==> config.mk <==
export PLATFORM = sky130hd
export DESIGN_NAME = repair_ctrl
export DESIGN_NICKNAME = d
export VERILOG_FILES = /design/src/repair_pkg.sv /design/src/repair_ctrl.sv /design/src/repair_sync.sv /design/src/repair_timer.sv
export SDC_FILE = /design/constraint.sdc
export NUM_CORES = 1
export LEC_CHECK = 0
export ABC_AREA = 1
export BUFFER_PORTS_ARGS = -buffer_cell sky130_fd_sc_hd__clkbuf_2
export CORE_ASPECT_RATIO = 1.75
export CORE_MARGIN = 5
export CORE_UTILIZATION = 60
export CTS_CLUSTER_DIAMETER = 100
export DETAILED_ROUTE_END_ITERATION = 12
export PLACE_DENSITY = 0.89
export SLEW_MARGIN = 20
export SYNTH_ARGS = -nofsm -noshare
export SYNTH_HDL_FRONTEND = slang
export SYNTH_SLANG_ARGS = --single-unit
==> constraint.sdc <==
create_clock -name clk_in -period 2.1 [get_ports clk_in]
set_input_delay 0.42 -clock clk_in [delete_from_list [all_inputs] [get_ports clk_in]]
set_output_delay 0.42 -clock clk_in [all_outputs]
set_load 0.1 [all_outputs]
==> src/repair_pkg.sv <==
// Constants and types for the row-repair sequencer
// Functional notes
// Permanent program wait 1000 ms, 2000 ms wide
// Permanent: 15 ns after precharge, 50 us after exit
// Temporary program interval is WL plus 4 plus tWR
// One repair element per bank group
// No permanent repair while temporary repairs outstanding
// Reset or power loss undoes temporary repairs
// Mode four bit 5 temporary, bit 13 permanent
// Always exit the last repair mode first
// Device ignores repair to exhausted bank group
// Seed row neighbours lose their data
// Banks precharged, inversion and CRC off first
// Entry write of mode four, then wait tMOD
// Four guard key writes, tMOD apart, fixed fields
// Activate carries failing bank and row
// Write after tRCD, column address ignored
// Data low four beats selects, high cancels
// Wait tWR, precharge, then wait 20 ns
// Exit clears bit 5, then wait tMOD
// No refresh between entry and exit
// Newer temporary repair replaces older in group
// Capability bits: permanent bit 7, temporary bit 6
// Broken guard key aborts silently, no lockup
// Per-group records of used and active repairs
package repair_pkg;
  localparam int          CLK_MHZ         = 100;
  localparam int          ROW_W           = 18;
  localparam int          NUM_BG          = 4;
  localparam logic [7:0]  OFF_CTRL        = 8'h00;
  localparam logic [7:0]  OFF_TARGET      = 8'h04;
  localparam logic [7:0]  OFF_TIMING      = 8'h08;
  localparam logic [7:0]  OFF_FOUR_BASE   = 8'h0c;
  localparam logic [7:0]  OFF_ZERO_BASE   = 8'h10;
  localparam logic [7:0]  OFF_STATUS      = 8'h14;
  localparam int          CTRL_START      = 0;
  localparam int          CTRL_PERM       = 1;
  localparam int          CTRL_WIDE       = 2;
  localparam int          CTRL_CANCEL     = 3;
  localparam int          CTRL_DBI_OK     = 4;
  localparam int          CTRL_CLR        = 5;
  localparam int          TGT_BA          = 2;
  localparam int          TGT_ROW         = 4;
  localparam int          ST_BUSY         = 0;
  localparam int          ST_DONE         = 1;
  localparam int          ST_REFUSED      = 2;
  localparam int          ST_CAP          = 3;
  localparam int          ST_PERM_USED    = 8;
  localparam int          ST_TEMP_ACT     = 12;
  localparam int          CAP_TEMP        = 0;
  localparam int          CAP_PERM        = 1;
  localparam logic [7:0]  TMOD_RST        = 8'h18;
  localparam logic [7:0]  TRCD_RST        = 8'h16;
  localparam logic [7:0]  WL_RST          = 8'h14;
  localparam logic [7:0]  TWR_RST         = 8'h18;
  localparam int          FOUR_TEMP_BIT   = 5;
  localparam int          FOUR_PERM_BIT   = 13;
  localparam int          PRE_ALL_BIT     = 10;
  localparam logic [2:0]  FOUR_SEL        = 3'h4;
  localparam logic [2:0]  ZERO_SEL        = 3'h0;
  localparam int          KEY_HI_POS      = 7;
  localparam logic [6:0]  KEY_LO          = 7'h7f;
  localparam logic [4:0]  KEY_HI [4]      = '{5'h19, 5'h0f, 5'h17, 5'h07};
  localparam int          DATA_BEATS      = 4;
  localparam int          TEMP_SETTLE_NS  = 20;
  localparam int          PERM_SETTLE_NS  = 15;
  localparam int          PERM_POST_US    = 50;
  localparam int          PERM_NARROW_MS  = 1000;
  localparam int          PERM_WIDE_MS    = 2000;
  localparam int          TEMP_SETTLE_CYC = (TEMP_SETTLE_NS * CLK_MHZ + 999) / 1000;
  localparam int          PERM_SETTLE_CYC = (PERM_SETTLE_NS * CLK_MHZ + 999) / 1000;
  localparam int          PERM_POST_CYC   = PERM_POST_US * CLK_MHZ;
  localparam int          PERM_NARROW_CYC = PERM_NARROW_MS * CLK_MHZ * 1000;
  localparam int          PERM_WIDE_CYC   = PERM_WIDE_MS * CLK_MHZ * 1000;

  typedef enum logic [2:0] {
    CMD_DES, CMD_MRS, CMD_ACT, CMD_WR, CMD_PRE
  } cmd_t;

  typedef enum logic [3:0] {
    S_IDLE, S_PREALL, S_ENTRY, S_KEY, S_ACT, S_WRITE, S_DATA,
    S_RECOV, S_PRE, S_EXIT, S_RESTORE
  } state_t;
endpackage : repair_pkg

==> src/repair_ctrl.sv <==
// Host sequencer for temporary and permanent row repair
//
// Chosen here: the strobed register port and the address map.
`timescale 1ns/1ps
module repair_ctrl
  import repair_pkg::*;
#(
  parameter int          DQ_W        = 8,
  parameter int unsigned NARROW_CYC  = PERM_NARROW_CYC,
  parameter int unsigned WIDE_CYC    = PERM_WIDE_CYC,
  parameter int unsigned POST_CYC    = PERM_POST_CYC
) (
  // Clock, reset, enable
  input  wire logic                  clk_in,
  input  wire logic                  rstn_in,
  input  wire logic                  ce_in,
  // Register port
  input  wire logic [7:0]            addr_in,
  input  wire logic [31:0]           wdata_in,
  input  wire logic                  wr_in,
  input  wire logic                  rd_in,
  output logic      [31:0]           rdata_out,
  // Capability bits read back from the device
  input  wire logic [1:0]            cap_in,
  // Memory command pins
  output repair_pkg::cmd_t           cmd_out,
  output logic      [1:0]            bg_out,
  output logic      [1:0]            ba_out,
  output logic      [repair_pkg::ROW_W-1:0] dev_addr_out,
  output logic      [DQ_W-1:0]       dq_out,
  output logic                       dq_oe_out,
  // Status
  output logic                       refresh_hold_out,
  output logic                       busy_out
);
  import repair_pkg::*;

  if (DQ_W < 1 || WIDE_CYC < NARROW_CYC || POST_CYC < 1) begin : g_chk
    $error("repair_ctrl: bad parameter values");
  end

  typedef struct packed {
    state_t           st;
    logic             issued;
    logic [1:0]       key_idx;
    logic             perm;
    logic             wide;
    logic             cancel;
    logic             dbi_ok;
    logic [1:0]       tgt_bg;
    logic [1:0]       tgt_ba;
    logic [ROW_W-1:0] tgt_row;
    logic [7:0]       tmod;
    logic [7:0]       trcd;
    logic [7:0]       wl;
    logic [7:0]       twr;
    logic [ROW_W-1:0] four_base;
    logic [ROW_W-1:0] zero_base;
    logic             done;
    logic             refused;
    logic [NUM_BG-1:0] perm_used;
    logic [NUM_BG-1:0] temp_act;
    cmd_t             cmd;
    logic [1:0]       bg;
    logic [1:0]       ba;
    logic [ROW_W-1:0] addr;
    logic [DQ_W-1:0]  dq;
    logic             dq_oe;
    logic             hold;
    logic             busy;
    logic [31:0]      rdata;
    logic [8:0]       gap;
  } regs_t;

  regs_t       r_reg;
  regs_t       r_next;
  logic [1:0]  cap_s;
  logic        tmr_done;
  logic        tmr_load;
  logic [31:0] tmr_val;
  logic        start;
  logic        refuse;

  repair_sync #(.W(2)) u_sync (
    .clk_in  (clk_in),
    .rstn_in (rstn_in),
    .ce_in   (ce_in),
    .d_in    (cap_in),
    .q_out   (cap_s)
  );

  repair_timer #(.W(32)) u_timer (
    .clk_in      (clk_in),
    .rstn_in     (rstn_in),
    .ce_in       (ce_in),
    .load_in     (tmr_load),
    .val_in      (tmr_val),
    .expired_out (tmr_done)
  );

  // Load value for N cycles between two command outputs
  // Wait and issue states cost one cycle each, so two at least
  function automatic logic [31:0] cyc(input logic [31:0] v);
    cyc = (v < 32'h2) ? 32'h0 : v - 32'h2;
  endfunction : cyc

  always_comb begin
    r_next       = r_reg;
    tmr_load     = 1'b0;
    tmr_val      = 32'h0;
    start        = 1'b0;
    refuse       = 1'b0;
    r_next.rdata = 32'h0;
    r_next.cmd   = CMD_DES;
    r_next.bg    = 2'h0;
    r_next.ba    = 2'h0;
    r_next.addr  = '0;
    r_next.gap   = (r_reg.cmd != CMD_DES) ? 9'h000 :
                   (r_reg.gap[8] ? r_reg.gap : r_reg.gap + 9'h001);

    if (rd_in) begin
      case (addr_in)
        OFF_CTRL: begin
          r_next.rdata[CTRL_PERM]   = r_reg.perm;
          r_next.rdata[CTRL_WIDE]   = r_reg.wide;
          r_next.rdata[CTRL_CANCEL] = r_reg.cancel;
          r_next.rdata[CTRL_DBI_OK] = r_reg.dbi_ok;
        end
        OFF_TARGET: begin
          r_next.rdata[1:0]                  = r_reg.tgt_bg;
          r_next.rdata[TGT_BA +: 2]          = r_reg.tgt_ba;
          r_next.rdata[TGT_ROW +: ROW_W]     = r_reg.tgt_row;
        end
        OFF_TIMING:
          r_next.rdata = {r_reg.twr, r_reg.wl, r_reg.trcd, r_reg.tmod};
        OFF_FOUR_BASE: r_next.rdata[ROW_W-1:0] = r_reg.four_base;
        OFF_ZERO_BASE: r_next.rdata[ROW_W-1:0] = r_reg.zero_base;
        OFF_STATUS: begin
          r_next.rdata[ST_BUSY]             = r_reg.busy;
          r_next.rdata[ST_DONE]             = r_reg.done;
          r_next.rdata[ST_REFUSED]          = r_reg.refused;
          r_next.rdata[ST_CAP +: 2]         = cap_s;
          r_next.rdata[ST_PERM_USED +: NUM_BG] = r_reg.perm_used;
          r_next.rdata[ST_TEMP_ACT +: NUM_BG]  = r_reg.temp_act;
        end
        default: r_next.rdata = 32'h0;
      endcase
    end

    // Configuration is frozen while a sequence runs
    if (wr_in && !r_reg.busy) begin
      case (addr_in)
        OFF_CTRL: begin
          r_next.perm   = wdata_in[CTRL_PERM];
          r_next.wide   = wdata_in[CTRL_WIDE];
          r_next.cancel = wdata_in[CTRL_CANCEL];
          r_next.dbi_ok = wdata_in[CTRL_DBI_OK];
          start         = wdata_in[CTRL_START];
          if (wdata_in[CTRL_CLR]) begin
            r_next.temp_act = '0;
          end
        end
        OFF_TARGET: begin
          r_next.tgt_bg  = wdata_in[1:0];
          r_next.tgt_ba  = wdata_in[TGT_BA +: 2];
          r_next.tgt_row = wdata_in[TGT_ROW +: ROW_W];
        end
        OFF_TIMING: begin
          r_next.tmod = wdata_in[7:0];
          r_next.trcd = wdata_in[15:8];
          r_next.wl   = wdata_in[23:16];
          r_next.twr  = wdata_in[31:24];
        end
        OFF_FOUR_BASE: r_next.four_base = wdata_in[ROW_W-1:0];
        OFF_ZERO_BASE: r_next.zero_base = wdata_in[ROW_W-1:0];
        default: ;
      endcase
    end

    unique case (r_reg.st)
      S_IDLE: begin
        if (start) begin
          // Exhausted groups would be ignored silently by the device
          refuse = !r_next.dbi_ok ||
                   r_next.perm_used[r_next.tgt_bg] ||
                   (r_next.perm ? (!cap_s[CAP_PERM] ||
                                   r_next.temp_act != '0)
                                : !cap_s[CAP_TEMP]);
          r_next.done    = 1'b0;
          r_next.refused = refuse;
          if (!refuse) begin
            r_next.st     = S_PREALL;
            r_next.busy   = 1'b1;
            r_next.issued = 1'b0;
          end
        end
      end
      S_PREALL: begin
        if (!r_reg.issued) begin
          r_next.cmd               = CMD_PRE;
          r_next.addr[PRE_ALL_BIT] = 1'b1;
          tmr_load = 1'b1;
          tmr_val  = cyc({24'h0, r_reg.tmod});
          r_next.issued = 1'b1;
        end else if (tmr_done) begin
          r_next.st     = S_ENTRY;
          r_next.issued = 1'b0;
        end
      end
      S_ENTRY: begin
        if (!r_reg.issued) begin
          r_next.cmd                 = CMD_MRS;
          {r_next.bg[0], r_next.ba}  = FOUR_SEL;
          r_next.addr                = r_reg.four_base;
          r_next.addr[FOUR_TEMP_BIT] = !r_reg.perm;
          r_next.addr[FOUR_PERM_BIT] = r_reg.perm;
          r_next.hold                = 1'b1;
          tmr_load = 1'b1;
          tmr_val  = cyc({24'h0, r_reg.tmod});
          r_next.issued = 1'b1;
        end else if (tmr_done) begin
          r_next.st      = S_KEY;
          r_next.key_idx = 2'h0;
          r_next.issued  = 1'b0;
        end
      end
      S_KEY: begin
        // Nothing may slip between key writes or the device aborts
        if (!r_reg.issued) begin
          r_next.cmd                      = CMD_MRS;
          {r_next.bg[0], r_next.ba}       = ZERO_SEL;
          r_next.addr[KEY_HI_POS +: 5]    = KEY_HI[r_reg.key_idx];
          r_next.addr[6:0]                = KEY_LO;
          tmr_load = 1'b1;
          tmr_val  = cyc({24'h0, r_reg.tmod});
          r_next.issued = 1'b1;
        end else if (tmr_done) begin
          r_next.issued  = 1'b0;
          r_next.key_idx = r_reg.key_idx + 2'h1;
          if (r_reg.key_idx == 2'h3) begin
            r_next.st = S_ACT;
          end
        end
      end
      S_ACT: begin
        if (!r_reg.issued) begin
          r_next.cmd  = CMD_ACT;
          r_next.bg   = r_reg.tgt_bg;
          r_next.ba   = r_reg.tgt_ba;
          r_next.addr = r_reg.tgt_row;
          tmr_load = 1'b1;
          tmr_val  = cyc({24'h0, r_reg.trcd});
          r_next.issued = 1'b1;
        end else if (tmr_done) begin
          r_next.st     = S_WRITE;
          r_next.issued = 1'b0;
        end
      end
      S_WRITE: begin
        if (!r_reg.issued) begin
          r_next.cmd = CMD_WR;
          r_next.bg  = r_reg.tgt_bg;
          r_next.ba  = r_reg.tgt_ba;
          tmr_load = 1'b1;
          tmr_val  = cyc({24'h0, r_reg.wl});
          r_next.issued = 1'b1;
        end else if (tmr_done) begin
          r_next.st     = S_DATA;
          r_next.issued = 1'b0;
        end
      end
      S_DATA: begin
        // Cancel pattern is held for all four beats, beyond two
        if (!r_reg.issued) begin
          r_next.dq    = r_reg.cancel ? '1 : '0;
          r_next.dq_oe = 1'b1;
          tmr_load = 1'b1;
          tmr_val  = 32'(DATA_BEATS - 1);
          r_next.issued = 1'b1;
        end else if (tmr_done) begin
          r_next.dq_oe  = 1'b0;
          r_next.dq     = '0;
          r_next.st     = S_RECOV;
          r_next.issued = 1'b0;
        end
      end
      S_RECOV: begin
        if (!r_reg.issued) begin
          tmr_load = 1'b1;
          if (r_reg.perm) begin
            tmr_val = r_reg.wide ? WIDE_CYC : NARROW_CYC;
          end else begin
            tmr_val = cyc({24'h0, r_reg.twr});
          end
          r_next.issued = 1'b1;
        end else if (tmr_done) begin
          r_next.st     = S_PRE;
          r_next.issued = 1'b0;
        end
      end
      S_PRE: begin
        if (!r_reg.issued) begin
          r_next.cmd = CMD_PRE;
          r_next.bg  = r_reg.tgt_bg;
          r_next.ba  = r_reg.tgt_ba;
          tmr_load = 1'b1;
          tmr_val  = r_reg.perm ? cyc(PERM_SETTLE_CYC)
                                : cyc(TEMP_SETTLE_CYC);
          r_next.issued = 1'b1;
        end else if (tmr_done) begin
          r_next.st     = S_EXIT;
          r_next.issued = 1'b0;
        end
      end
      S_EXIT: begin
        if (!r_reg.issued) begin
          r_next.cmd                = CMD_MRS;
          {r_next.bg[0], r_next.ba}  = FOUR_SEL;
          r_next.addr                = r_reg.four_base;
          r_next.addr[FOUR_TEMP_BIT] = 1'b0;
          r_next.addr[FOUR_PERM_BIT] = 1'b0;
          r_next.hold               = 1'b0;
          tmr_load = 1'b1;
          tmr_val  = r_reg.perm ? cyc(POST_CYC)
                                : cyc({24'h0, r_reg.tmod});
          r_next.issued = 1'b1;
        end else if (tmr_done) begin
          r_next.st     = S_RESTORE;
          r_next.issued = 1'b0;
        end
      end
      S_RESTORE: begin
        if (!r_reg.issued) begin
          r_next.cmd                = CMD_MRS;
          {r_next.bg[0], r_next.ba} = ZERO_SEL;
          r_next.addr               = r_reg.zero_base;
          tmr_load = 1'b1;
          tmr_val  = cyc({24'h0, r_reg.tmod});
          r_next.issued = 1'b1;
        end else if (tmr_done) begin
          r_next.st     = S_IDLE;
          r_next.issued = 1'b0;
          r_next.busy   = 1'b0;
          r_next.done   = 1'b1;
          // A cancelled run leaves the device records untouched
          if (!r_reg.cancel) begin
            if (r_reg.perm) begin
              r_next.perm_used[r_reg.tgt_bg] = 1'b1;
            end else begin
              r_next.temp_act[r_reg.tgt_bg] = 1'b1;
            end
          end
        end
      end
    endcase
  end

  always_ff @(posedge clk_in or negedge rstn_in) begin
    if (!rstn_in) begin
      r_reg      <= '0;
      r_reg.st   <= S_IDLE;
      r_reg.cmd  <= CMD_DES;
      r_reg.tmod <= TMOD_RST;
      r_reg.trcd <= TRCD_RST;
      r_reg.wl   <= WL_RST;
      r_reg.twr  <= TWR_RST;
    end else if (ce_in) begin
      r_reg <= r_next;
    end
  end

  assign rdata_out        = r_reg.rdata;
  assign cmd_out          = r_reg.cmd;
  assign bg_out           = r_reg.bg;
  assign ba_out           = r_reg.ba;
  assign dev_addr_out     = r_reg.addr;
  assign dq_out           = r_reg.dq;
  assign dq_oe_out        = r_reg.dq_oe;
  assign refresh_hold_out = r_reg.hold;
  assign busy_out         = r_reg.busy;
endmodule : repair_ctrl

==> src/repair_sync.sv <==
// Three-stage synchroniser with agreement filter
`timescale 1ns/1ps
module repair_sync #(
  parameter int W = 2
) (
  // Clock and reset
  input  wire logic         clk_in,
  input  wire logic         rstn_in,
  input  wire logic         ce_in,
  // Data
  input  wire logic [W-1:0] d_in,
  output logic      [W-1:0] q_out
);
  typedef struct packed {
    logic [W-1:0] s1;
    logic [W-1:0] s2;
    logic [W-1:0] s3;
    logic [W-1:0] q;
  } sync_t;
  sync_t r_reg;
  sync_t r_next;

  always_comb begin
    r_next    = r_reg;
    r_next.s1 = d_in;
    r_next.s2 = r_reg.s1;
    r_next.s3 = r_reg.s2;
    for (int i = 0; i < W; i++) begin
      if (r_reg.s2[i] == r_reg.s3[i]) begin
        r_next.q[i] = r_reg.s3[i];
      end
    end
  end

  always_ff @(posedge clk_in or negedge rstn_in) begin
    if (!rstn_in) begin
      r_reg <= '0;
    end else if (ce_in) begin
      r_reg <= r_next;
    end
  end

  assign q_out = r_reg.q;
endmodule : repair_sync

==> src/repair_timer.sv <==
// Loadable down-counter used for every command spacing
`timescale 1ns/1ps
module repair_timer #(
  parameter int W = 32
) (
  // Clock and reset
  input  wire logic         clk_in,
  input  wire logic         rstn_in,
  input  wire logic         ce_in,
  // Control
  input  wire logic         load_in,
  input  wire logic [W-1:0] val_in,
  output logic              expired_out
);
  typedef struct packed {
    logic [W-1:0] cnt;
  } tmr_t;
  tmr_t r_reg;
  tmr_t r_next;

  always_comb begin
    r_next = r_reg;
    if (load_in) begin
      r_next.cnt = val_in;
    end else if (r_reg.cnt != '0) begin
      r_next.cnt = r_reg.cnt - {{(W-1){1'b0}}, 1'b1};
    end
  end

  always_ff @(posedge clk_in or negedge rstn_in) begin
    if (!rstn_in) begin
      r_reg <= '0;
    end else if (ce_in) begin
      r_reg <= r_next;
    end
  end

  assign expired_out = (r_reg.cnt == '0);
endmodule : repair_timer

==> impl_metrics.yaml <==
status:
  status: "finished clean"
timing:
  setup_viol: 0
  setup_tns_ps: 0
  slew_headroom_pct: 62.86
  fin_skew_ps: 8.657
  fmax_mhz: 478.4
  rsz0062_at_grt: "true"
  fin_crit_sh_pct: 99.54
  worst_slew_pin_slew_ps: 559.4
  slew_viol_final: 0
  finalHoldViolCount: 0
  period_minus_slack_ps: 2090
drt:
  drt-vias-per-instance: 6.097
  wire_per_inst_um: 21.58
  drtPass1Iterations: 6
  drc: 0
  drtIter0Drc: 1302
  top_layer: "met4"
  wl_met1_mm: 13.23
  routed_wl_mm: 41.37
  wl_met3_mm: 2.614
  postRouteAntennaNets: 0
  num_vias: 11690
  wl_met2_mm: 20.70
flow_run:
  maxCapViolCount: 0
floorplanning:
  num_rows: 67
  io_pins: 115
  die_area_sq_um: 22430
  die_w_um: 115.4
  initial_utilization_pct: 61.01
  die_y_um: 194.4
  core_sq_um: 19110
critical_path:
  reg2regPathDepth: 9
  crit_top_cell: "nand2_4"
  criticalPathCategory: "register to register"
  timing.rr.end: "u_timer.r_reg[11]"
  startpoint: "u_timer.r_reg[29]"
  crit_family: "simple AND/OR/NAND/NOR gates"
  cp.arrival_ps: 2490
  crit_required_ps: 2500
  cp-end-kind: "register"
  worst-path-buf-inv: 3
  cp_slowest_cell: "dfrtp_1"
  critPathMaxStageDelay_ps: 480
  crit_chain: "nor2_1 > nand2_4 > nor3_4 > nand2_4 > o21ai_4 > inv_4 > buf_12 > o22ai_1 > inv_1"
  worst-r2r-setup-slack_ps: 10
  critPathLaunchType: "register"
  r2r_start: "u_timer.r_reg[29]"
  path_max_fanout: 10
logic_synthesis:
  syn_nets: 1553
  ys_seq_area_share_pct: 45.59
  ys_warn_count: 0
  ys.flop_type: "dfrtp_1"
  syn_inst: 1496
  avgSynthCellArea_sq_um: 7.795
  synth_edf_count: 0
  syn-cell-area_sq_um: 11660
  synth.distinct_cells: 55
  async_flop_share_pct: 100.0
  ys_ff_latch: 212
finish:
  final_nets: 1718
  layout_common_cells: "nand2_1 (354), dfrtp_1 (197), o21ai_0 (165)"
  antenna_cells: 0
  fill_cells: 1446
  regArea_sq_um: 5324
  syn2layout_area_growth_pct: 19.86
  multi_input_area_sq_um: 5151
  fin_area_sq_um: 13980
  largest_register_ffs: 111
  final_common_cell: "nand2_1"
  instances_no_fill: 1917
  drive_gt1_share_pct: 23.45
clock_network:
  root_buffer: "clkbuf_16"
  cts_buffers: 21
  clk_path_buf_depth: 3
  cts_tree: "yes"
  clkSinkCount: 212
  clk_pin_slew_ps: 70
  clock_latency_ps: 510
  h-tree-depth: 1
global_route:
  grt_max_degree: 62
  grt-ovfl-total: 0
  grt.total_usage_pct: 36.86
  grt_pass1_vias: 11560
  antenna_found_initial: 1
  grt_pass1_wl_mm: 63.21
power:
  peakVddDrop_v: 0.0008886
  p_leak_uw: 0.006902
  p_per_area_nw_per_um2: 687.5
placed_design:
  dpl.hpwl_mm: 31.48
  gp_routability_congestion: 1.024
  numPlacedInstances: 1868
  dpl_cell_area_sq_um: 12920
  portBuffers: 114
min_path:
  hp-start: "cap_in[1]"
  whs_endpoint: "u_sync.r_next[5]"
  hold_class: "primary input to register"
  worstHoldPathCells: 3
power breakdown:
part	switching, uW	internal (uW)
sequential	179	4260
combinational	676	342
clock	1620	2540
total	2470	7140
logic make-up after synthesis:
group / Yosys count / share of synthesized area, %
muxes: 3 / 0.2897
xor gates and xnor gates: 17 / 1.277
adders and majority gates: 10 / 1.073
AOI/OAI and AO/OA: 347 / 17.89
DFF: 212 / 45.59
buffers and inverters: 293 / 11.82
and+or+nand+nor: 614 / 22.06
through the flow:
stage / util, % / setup WS [ps] / hold slack (ps) / total power, uW
after detailed placement: 67.59 / -115.0 / 425.1 / 5461
after global placement: 67.59 / -76.72 / 423.3 / 5426
after floorplan: - / 129.1 / 124.4 / 5019
after CTS: 71.59 / 6.563 / 107.6 / 9567
after global routing: 73.13 / -67.60 / 145.3 / 9908
final: 73.13 / 9.675 / 116.3 / 9610
worst max path at each step:
stage	endpoint	slack (ps)	depth (start not counted)
floorplan	r_reg[185]	130	12
global placement	rdata_out[6]	-80	10
detailed placement	r_reg[186]	-120	13
CTS	u_timer.r_reg[20]	7	12
global route	u_timer.r_reg[10]	-70	11
finish	u_timer.r_reg[11]	10	9
cells in the mapped netlist (all sizes together), types with 3 or more instances:
cell type / count / area (sq um)
a22o: 6 / 52.55
inv: 177 / 666.9
o21bai: 5 / 37.54
o22ai: 25 / 156.4
a21oi: 50 / 250.2
nor3: 17 / 101.4
a31oi: 9 / 56.30
dfstp: 9 / 236.5
o31ai: 3 / 22.52
o221ai: 4 / 35.03
o211ai: 4 / 30.03
xor2: 12 / 105.1
buf: 81 / 580.6
a211oi: 10 / 75.07
clkbuf: 32 / 120.1
o21ai: 179 / 918.4
clkinv: 3 / 11.26
mux2: 3 / 33.78
or2: 3 / 18.77
a32o: 11 / 110.1
a221oi: 10 / 87.58
o32ai: 3 / 26.28
a22oi: 13 / 97.59
xnor2: 5 / 43.79
o2111ai: 10 / 87.58
nand2: 368 / 1401
nand4: 21 / 131.4
nor4: 3 / 18.77
nand3: 55 / 285.3
ha: 10 / 125.1
dfrtp: 203 / 5080
nor2: 144 / 593.1
layout make-up:
cell class	instances	area share [%]
sequential	212	38.09
clock buffer	29	4.118
tap	241	2.157
clock inverter	9	1.262
timing repair buffer	255	12.63
inverter	180	4.888
multi-input combinational	991	36.85
per-layer routing:
metal | GRT usage (%) | vias to the layer above
li1 | - | 5224
met1 | 38.54 | 5518
met2 | 63.19 | 663
met3 | 5.227 | 282
met4 | 31.16 | 0
met5 | 0 | -
timing repair:
item	CTS	global route
pin swaps	0	16
endpoints found under the hold margin	46	0
resized for setup	3	70
buffers inserted	0	9
endpoints found under the setup margin	5	53
hold buffers	1	0
cloned	0	1
worst reg2reg max path, stage by stage, from the launching register on:
cell and delay, ps:
dfrtp_1 480, nor2_1 320, nand2_4 110, nor3_4 230, nand2_4 110, o21ai_4 270, inv_4 110, buf_12 160
o22ai_1 140, inv_1 50
Note: power is estimated with default switching activity, not from simulation.
